<file path="config.mk">
export PLATFORM = sky130hd
export DESIGN_NAME = sbrd_read_cmd
export DESIGN_NICKNAME = d
export VERILOG_FILES = /design/src/verilog/sbrd_pkg.sv /design/src/verilog/sbrd_buf_if.sv /design/src/verilog/sbrd_read_cmd.sv /design/src/verilog/sbrd_buf.sv
export SDC_FILE = /design/constraint.sdc
export NUM_CORES = 1
export LEC_CHECK = 0
export BUFFER_PORTS_ARGS = -buffer_cell sky130_fd_sc_hd__buf_2
export CAP_MARGIN = 20
export CORE_UTILIZATION = 45
export CTS_CLUSTER_DIAMETER = 80
export DETAILED_ROUTE_END_ITERATION = 7
export PLACE_DENSITY_LB_ADDON = 0.15
export REMOVE_ABC_BUFFERS = 1
export SLEW_MARGIN = 20
export SYNTH_ARGS = -nofsm -noshare
export SYNTH_HDL_FRONTEND = slang
export SYNTH_SLANG_ARGS = --single-unit
</file>
<file path="constraint.sdc">
create_clock -name ref_clk -period 6.7 [get_ports ref_clk]
set_input_delay 0.67 -clock ref_clk [delete_from_list [all_inputs] [get_ports ref_clk]]
set_output_delay 0.67 -clock ref_clk [all_outputs]
set_load 0.02 [all_outputs]
</file>
<file path="src/verilog/sbrd_pkg.sv">
// constants and types shared by the boot-loader read command block
package sbrd_pkg;
  // ----------------------------------------------------------------
  // link byte codes
  // ----------------------------------------------------------------
  localparam logic [7:0] SYNC1_A = 8'h86;
  localparam logic [7:0] SYNC1_B = 8'h30;
  localparam logic [7:0] SYNC2_A = 8'h79;
  localparam logic [7:0] SYNC2_B = 8'hCF;
  localparam logic [7:0] OP_READ = 8'h40;
  localparam logic [7:0] ERR_COMM = 8'hA1;
  localparam logic [7:0] ERR_CMD = 8'hA3;
  localparam logic [7:0] ERR_SEC = 8'h63;
  // ----------------------------------------------------------------
  // counts and sizes
  // ----------------------------------------------------------------
  localparam logic [1:0] ERR_REPEAT = 2'h3;
  localparam logic [7:0] ADDR_LAST = 8'h02;
  localparam logic [23:0] MEM_SIZE_DEF = 24'h010000;
  localparam int BUF_DEPTH_DEF = 2;
  localparam int BYTE_W = 8;
  // ----------------------------------------------------------------
  // session states
  // ----------------------------------------------------------------
  typedef enum logic [3:0] {
    ST_SYNC1, ST_SYNC2, ST_CMD, ST_PCNT, ST_PCMP, ST_PSTR, ST_PCHK,
    ST_RADR, ST_RCNT, ST_DATA, ST_SUMH, ST_SUML, ST_ERR, ST_HALT
  } sbrd_state_t;
endpackage

</file>
<file path="src/verilog/sbrd_buf_if.sv">
// valid/ready byte channel between the interpreter and its buffer
`timescale 1ns/10ps
interface sbrd_buf_if #(parameter int W = 8) ();
  logic valid;
  logic ready;
  logic [W-1:0] data;
  modport src (output valid, output data, input ready);
  modport snk (input valid, input data, output ready);
endinterface

</file>
<file path="src/verilog/sbrd_read_cmd.sv">
// serial boot-loader flash read command interpreter
`timescale 1ns/10ps
// Notes on behaviour
// - first sync byte 0x86/0x30 with good baud is echoed; otherwise silence
// - second sync byte 0x79/0xCF is echoed; mismatch is silent
// - read opcode 0x40 is acknowledged by echoing it
// - refused opcode sends an error code three times, then idles
// - blank top region skips password string; both addresses still needed
// - bad password address sends nothing; idle until reset
// - flash security enabled refuses the read and idles
// - link error during password phase idles until reset
// - zero or oversize byte count stops communication and idles
// - after last count byte, stream consecutive memory bytes
// - after data send 16-bit checksum high then low
// - after checksum, wait for next opcode
// - nothing is sent while address or count bytes are received
module sbrd_read_cmd import sbrd_pkg::*; #(
  parameter logic [23:0] MEM_SIZE = MEM_SIZE_DEF,
  parameter int BUF_DEPTH = BUF_DEPTH_DEF
) (
  input wire logic ref_clk, // core clock, 200 MHz
  input wire logic resetn, // async reset, active low
  input wire logic rxValid, // received byte strobe
  input wire logic [7:0] rxByte, // received byte
  input wire logic rxError, // framing/parity fault on this byte
  input wire logic baudOk, // baud measure succeeded on this byte
  input wire logic securityOn, // flash security enabled
  input wire logic topBlank, // top flash region all erased
  input wire logic [7:0] pwLen, // password length from flash
  input wire logic pwMatch, // password comparison result
  output logic pwStrobe, // password string byte on rxByte
  output logic memRd, // flash read request
  output logic [23:0] memAddr, // flash read address
  input wire logic [7:0] memData, // flash data, same cycle
  output logic txValid, // transmit byte available
  input wire logic txReady, // transmitter takes byte
  output logic [7:0] txData, // transmit byte
  output logic halted // session stopped until reset
);
  // ----------------------------------------------------------------
  // state and transmit staging
  // ----------------------------------------------------------------
  sbrd_state_t st_q, st_d;
  logic [7:0] idx_q, idx_d;
  logic [15:0] sh_q, sh_d;
  logic pend_q, pend_d;
  logic [7:0] pdat_q, pdat_d;
  logic [7:0] errCode_q, errCode_d;
  logic [1:0] errCnt_q, errCnt_d;
  logic [23:0] addr_q, addr_d;
  logic [23:0] left_q, left_d;
  logic [15:0] sum_q, sum_d;

  sbrd_buf_if #(.W(BYTE_W)) pushIf ();
  sbrd_buf_if #(.W(BYTE_W)) popIf ();

  // ----------------------------------------------------------------
  // decode
  // ----------------------------------------------------------------
  wire slotFree = !pend_q || pushIf.ready;
  wire goodRx = rxValid && !rxError;
  wire [23:0] word = {sh_q, rxByte};
  wire lastAdr = (idx_q == ADDR_LAST);
  wire isSync1 = (rxByte == SYNC1_A) || (rxByte == SYNC1_B);
  wire isSync2 = (rxByte == SYNC2_A) || (rxByte == SYNC2_B);
  wire adrBad = (word >= MEM_SIZE);
  wire cntBad = (word == 24'h000000) || (word > MEM_SIZE);
  wire inAddr = (st_q == ST_PCNT) || (st_q == ST_PCMP) || (st_q == ST_RADR) ||
                (st_q == ST_RCNT);
  wire inPw = (st_q == ST_PCNT) || (st_q == ST_PCMP) || (st_q == ST_PSTR);

  // staged byte feeds the buffer; buffer drains to the transmitter
  assign pushIf.valid = pend_q;
  assign pushIf.data = pdat_q;
  assign popIf.ready = txReady;
  assign txValid = popIf.valid;
  assign txData = popIf.data;
  assign pwStrobe = (st_q == ST_PSTR) && goodRx;
  assign memRd = (st_q == ST_DATA) && slotFree;
  assign memAddr = addr_q;
  assign halted = (st_q == ST_HALT);

  sbrd_buf #(.WIDTH(BYTE_W), .DEPTH(BUF_DEPTH)) u_buf (
    .ref_clk(ref_clk),
    .resetn(resetn),
    .inp(pushIf),
    .outp(popIf)
  );

  // ----------------------------------------------------------------
  // session sequencer
  // ----------------------------------------------------------------
  // a byte that needs an answer is only taken while the staging slot is
  // free; at link byte rates the buffer is always drained by then
  always_comb begin
    st_d = st_q;
    idx_d = idx_q;
    sh_d = sh_q;
    pend_d = pend_q && !pushIf.ready;
    pdat_d = pdat_q;
    errCode_d = errCode_q;
    errCnt_d = errCnt_q;
    addr_d = addr_q;
    left_d = left_q;
    sum_d = sum_q;
    case (st_q)
      ST_SYNC1: begin
        if (goodRx && baudOk && isSync1 && slotFree) begin
          pend_d = 1'h1;
          pdat_d = rxByte;
          st_d = ST_SYNC2;
        end
      end
      ST_SYNC2: begin
        if (rxValid) begin
          if (!rxError && isSync2 && slotFree) begin
            pend_d = 1'h1;
            pdat_d = rxByte;
            st_d = ST_CMD;
          end else begin
            st_d = ST_SYNC1;
          end
        end
      end
      ST_CMD: begin
        if (rxValid && slotFree) begin
          errCnt_d = '0;
          st_d = ST_ERR;
          idx_d = '0;
          if (rxError) errCode_d = ERR_COMM;
          else if (securityOn) errCode_d = ERR_SEC;
          else if (rxByte != OP_READ) errCode_d = ERR_CMD;
          else begin
            pend_d = 1'h1;
            pdat_d = rxByte;
            st_d = ST_PCNT;
          end
        end
      end
      ST_ERR: begin
        if (slotFree) begin
          pend_d = 1'h1;
          pdat_d = errCode_q;
          errCnt_d = errCnt_q + 2'h1;
          if (errCnt_q == ERR_REPEAT - 2'h1) st_d = ST_HALT;
        end
      end
      ST_PCNT, ST_PCMP, ST_RADR, ST_RCNT: begin
        // address and count bytes are collected silently
        if (rxValid && rxError) st_d = ST_HALT;
        else if (rxValid) begin
          sh_d = word[15:0];
          idx_d = lastAdr ? 8'h00 : idx_q + 8'h01;
          if (lastAdr) begin
            case (st_q)
              ST_PCNT: st_d = adrBad ? ST_HALT : ST_PCMP;
              ST_PCMP: begin
                if (adrBad) st_d = ST_HALT;
                else if (topBlank) st_d = ST_RADR;
                else if (pwLen == 8'h00) st_d = ST_HALT;
                else st_d = ST_PSTR;
              end
              ST_RADR: begin
                addr_d = word;
                st_d = adrBad ? ST_HALT : ST_RCNT;
              end
              default: begin
                left_d = word;
                sum_d = '0;
                st_d = cntBad ? ST_HALT : ST_DATA;
              end
            endcase
          end
        end
      end
      ST_PSTR: begin
        if (rxValid && rxError) st_d = ST_HALT;
        else if (rxValid) begin
          idx_d = idx_q + 8'h01;
          if (idx_q == pwLen - 8'h01) begin
            idx_d = '0;
            st_d = ST_PCHK;
          end
        end
      end
      ST_PCHK: st_d = pwMatch ? ST_RADR : ST_HALT;
      ST_DATA: begin
        if (slotFree) begin
          pend_d = 1'h1;
          pdat_d = memData;
          sum_d = sum_q + {8'h00, memData};
          addr_d = addr_q + 24'h000001;
          left_d = left_q - 24'h000001;
          if (left_q == 24'h000001) st_d = ST_SUMH;
        end
      end
      ST_SUMH: begin
        if (slotFree) begin
          pend_d = 1'h1;
          pdat_d = sum_q[15:8];
          st_d = ST_SUML;
        end
      end
      ST_SUML: begin
        if (slotFree) begin
          pend_d = 1'h1;
          pdat_d = sum_q[7:0];
          st_d = ST_CMD;
        end
      end
      ST_HALT: st_d = ST_HALT;
      default: st_d = ST_HALT;
    endcase
  end

  // registers
  always_ff @(posedge ref_clk or negedge resetn) begin
    if (!resetn) begin
      st_q <= ST_SYNC1;
      idx_q <= '0;
      sh_q <= '0;
      pend_q <= 1'h0;
      pdat_q <= '0;
      errCode_q <= '0;
      errCnt_q <= '0;
      addr_q <= '0;
      left_q <= '0;
      sum_q <= '0;
    end else begin
      st_q <= st_d;
      idx_q <= idx_d;
      sh_q <= sh_d;
      pend_q <= pend_d;
      pdat_q <= pdat_d;
      errCode_q <= errCode_d;
      errCnt_q <= errCnt_d;
      addr_q <= addr_d;
      left_q <= left_d;
      sum_q <= sum_d;
    end
  end
endmodule

</file>
<file path="src/verilog/sbrd_buf.sv">
// small flip-flop fifo for transmit bytes
`timescale 1ns/10ps
module sbrd_buf #(
  parameter int WIDTH = 8,
  parameter int DEPTH = 2
) (
  input wire logic ref_clk, // core clock
  input wire logic resetn, // async reset, active low
  sbrd_buf_if.snk inp, // filling side
  sbrd_buf_if.src outp // draining side
);
  localparam int AW = (DEPTH > 1) ? $clog2(DEPTH) : 1;
  logic [WIDTH-1:0] mem_q [DEPTH];
  logic [AW-1:0] wr_q, rd_q;
  logic [AW:0] cnt_q;
  wire doWr = inp.valid & inp.ready;
  wire doRd = outp.valid & outp.ready;
  wire [AW-1:0] wrNext = (wr_q == AW'(DEPTH - 1)) ? '0 : wr_q + 1'h1;
  wire [AW-1:0] rdNext = (rd_q == AW'(DEPTH - 1)) ? '0 : rd_q + 1'h1;

  // full and empty straight from the occupancy count
  assign inp.ready = (cnt_q != (AW+1)'(DEPTH));
  assign outp.valid = (cnt_q != '0);
  assign outp.data = mem_q[rd_q];

  // pointers and occupancy
  always_ff @(posedge ref_clk or negedge resetn) begin
    if (!resetn) begin
      wr_q <= '0;
      rd_q <= '0;
      cnt_q <= '0;
    end else begin
      if (doWr) wr_q <= wrNext;
      if (doRd) rd_q <= rdNext;
      if (doWr && !doRd) cnt_q <= cnt_q + 1'h1;
      else if (doRd && !doWr) cnt_q <= cnt_q - 1'h1;
    end
  end

  // storage needs no reset, it is never read while empty
  always_ff @(posedge ref_clk) begin
    if (doWr) mem_q[wr_q] <= inp.data;
  end
endmodule

</file>
==> qor.yml <==
start_kind: "register"
cp_num_buf_inv: 5
antenna_cells: 0
antenna_found_initial: 0
async_reset_ff_share_pct: 87.4
clockBufferDepth: 2
leakagePower_nw: 3.67
outcome: "completed"
num_vias: 6752
tritoncts: "done"
hold_class: "in -> async"
synth_edf_count: 16
die_w_um: 133
finalMaxSlewViolations: 0
syn_inst: 857
drive_gt1_share_pct: 18.1
net-switching-power_mw: 2.02
grt_overflow: 0
grt_use_total_pct: 24.7
grt_pass1_vias: 6337
hold_violations: 0
hpwlAfterDp_um: 14900
vias_per_cell: 5.94
crit_arrival_ns: 3.26
post_cts_buffers: 0
gp_congestion: 0.915
grt_pass1_wl_um: 34300
crit_path_cell_trace: "buf_4, inv_2, nand2_1, nor2_2, buf_4, nand2_1, clkinv_1, buf_2"
critical_path.max_fanout: 45
switching_share_pct: 44.8
critPathTopFamily: "buffers and inverters"
core.rowCount: 47
slew_headroom_pct: 32.3
finalNonFillerCells: 1136
crit_path_max_incr_delay_ns: 0.70
routedWlPerCell_um: 18.6
whs_ns: 0.265
rsz0062_at_grt: "false"
area_growth_syn_to_layout_pct: 13.5
power_frac_clock_pct: 20.0
cts_max_level: 4
fin_crit_sh_pct: 58.7
comb_power_share_pct: 47.0
die_y_um: 133
core_area_mm2: 0.0167
synth-main-ff-cell: "dfrtp_1"
cts_root_buffer: "clkbuf_16"
die_area_mm2: 0.0178
placed_area_mm2: 0.00824
post_cts_resize_count: 0
drtIter0Drc: 657
setup_tns_ns: 0
cp_data_required_time_ns: 6.03
fin_crit_ns: 3.93
crit_path_end_kind: "primary output"
setup_viol: 0
fmax_ghz: 0.254
p_int_mw: 2.49
io_pins: 69
critPathSlowestCell: "nand2_1"
tightestPinTransition_ns: 1.02
critPathKind: "reg -> out"
dr.pass1.iters: 5
num-nets-final: 953
ys_seq_elements: 127
cts_num_sinks: 127
ant_nets: 0
yosys_warnings: 0
ys_seq_area_share_pct: 42.0
yosysUniqueCellTypes: 86
cts_hold_buf: 0
cts.reportedPaths.clkPinSlew_ns: 0.06
clock_latency_ns: 0.43
initial_core_util_pct: 46.5
peakVddDrop_mv: 0.210
place_inst: 1104
p_per_area_mw_per_mm2: 512
synth_area_mm2: 0.00776
drt_wl_total_um: 21200
cap_violations: 0
design_area_mm2: 0.00881
syn_avg_cell_area_um2: 9.06
io_buffers: 68
critPathLaunch: "st_q[2]"
clock_skew_ns: 0.00834
numCtsBuffers: 17
grt_max_degree: 63
r2r-start: "st_q[2]"
p_seq_share_pct: 32.9
drc: 0
## logic make-up (layout without fill, tap and decap cells)
kind of cell,after synthesis,count (layout),share of synthesized area (%)
fa+ha+maj,17,17,2.84
buf+inv,74,133,3.90
compound gates,247,247,20.5
simple gates,313,313,20.7
xor+xnor,41,41,4.72
flops,127,127,42.0
mux,38,38,5.46
## final timing paths
check                                     to  slack, ns  cells after the start
setup / recovery                       memRd       2.77                      8
hold reg to reg            u_buf.mem_q[0][5]       0.46                      0
max in group asynchronous        errCnt_q[1]       5.18                      2
hold / removal                      sum_q[5]       0.27                      1
setup reg to reg                 memAddr[17]       2.88                     11
min in group ref_clk       u_buf.mem_q[0][5]       0.46                      0
## worst reg2reg max path, delay by kind of cell, from the launching register on
kind                   cells  cell delay (ns)
and+or+nand+nor            5             1.87
buffers and inverters      4             1.20
DFF                        1             0.36
AOI/OAI and AO/OA          2             0.28
## synth_stat cells, types with 16 or more instances
master    number  share of area (%)
dfrtp_1      111                 36
nand2_1       88                4.3
nor2_1        75                3.6
a21oi_1       73                4.7
o21ai_0       63                4.1
mux2_2        34                4.9
nand3_1       31                2.0
clkbuf_1      27                1.3
xnor2_1       27                3.0
nor3_1        23                1.5
inv_1         21                1.0
buf_2         16                1.0
edfxtp_1      16                6.2
ha_1          16                2.6
## per-stage QoR
step / setup slack [ns] / util, % / power (mW)
4_1_cts: 2.76 / 52.8 / 4.52
6_report: 2.77 / 52.8 / 4.51
3_5_place_dp: 2.90 / 49.3 / 3.60
5_1_grt: 2.43 / 52.8 / 4.83
2_1_floorplan: 2.83 / - / 2.91
3_3_place_gp: 2.98 / 49.3 / 3.58
## per-layer routing
| layer | wire length (µm) | share of wire [%] | GRT usage (%) |
|---|---|---|---|
| met3 | 1300 | 6.1 | 5.14 |
| met5 | 0 | 0 | 0 |
| met4 | 461 | 2.2 | 8.96 |
| met2 | 9910 | 47 | 38.7 |
| met1 | 9490 | 45 | 33.7 |
## power by group through the flow
stage	clock, mW	sequential (mW)	combinational, mW
2_1_floorplan	0	1.52	1.39
3_3_place_gp	0	1.49	2.09
3_5_place_dp	0	1.49	2.11
4_1_cts	0.919	1.48	2.12
5_1_grt	0.949	1.53	2.35
6_report	0.903	1.49	2.12
## flip-flops by register name, summed over array words and instances (netlist names), 2 cells and up
name / cells
left_q: 24
memAddr: 24
sh_q: 16
sum_q: 16
u_buf.mem_q: 16
idx_q: 8
pdat_q: 8
errCode_q: 4
st_q: 4
errCnt_q: 2
u_buf.cnt_q: 2
## cell type report
type / count / area [µm²]
clock buffer: 18 / 429
clock inverter: 14 / 141
fill: 1599 / 7890
inverter: 23 / 86.3
multi-input combinational: 656 / 4200
sequential: 127 / 3260
tap: 220 / 275
timing repair buffer: 78 / 418
## cell usage in the layout (no fill, tap or decap), types with 8 or more instances in the layout
cell type	synthesis	routed
a21oi_1	73	73
a22oi_1	9	9
a31oi_1	8	8
and3_1	10	10
buf_2	16	67
buf_4	1	11
clkbuf_16	0	17
dfrtp_1	111	111
edfxtp_1	16	16
ha_1	16	16
inv_1	21	21
mux2_2	34	34
nand2_1	88	88
nand2b_1	9	9
nand3_1	31	31
nand4_1	13	13
nor2_1	75	75
nor2b_1	9	9
nor3_1	23	23
nor4_1	8	8
o21ai_0	63	63
o22ai_1	13	13
xnor2_1	27	27
xor2_1	13	13
(Power assumes the default switching activity.)
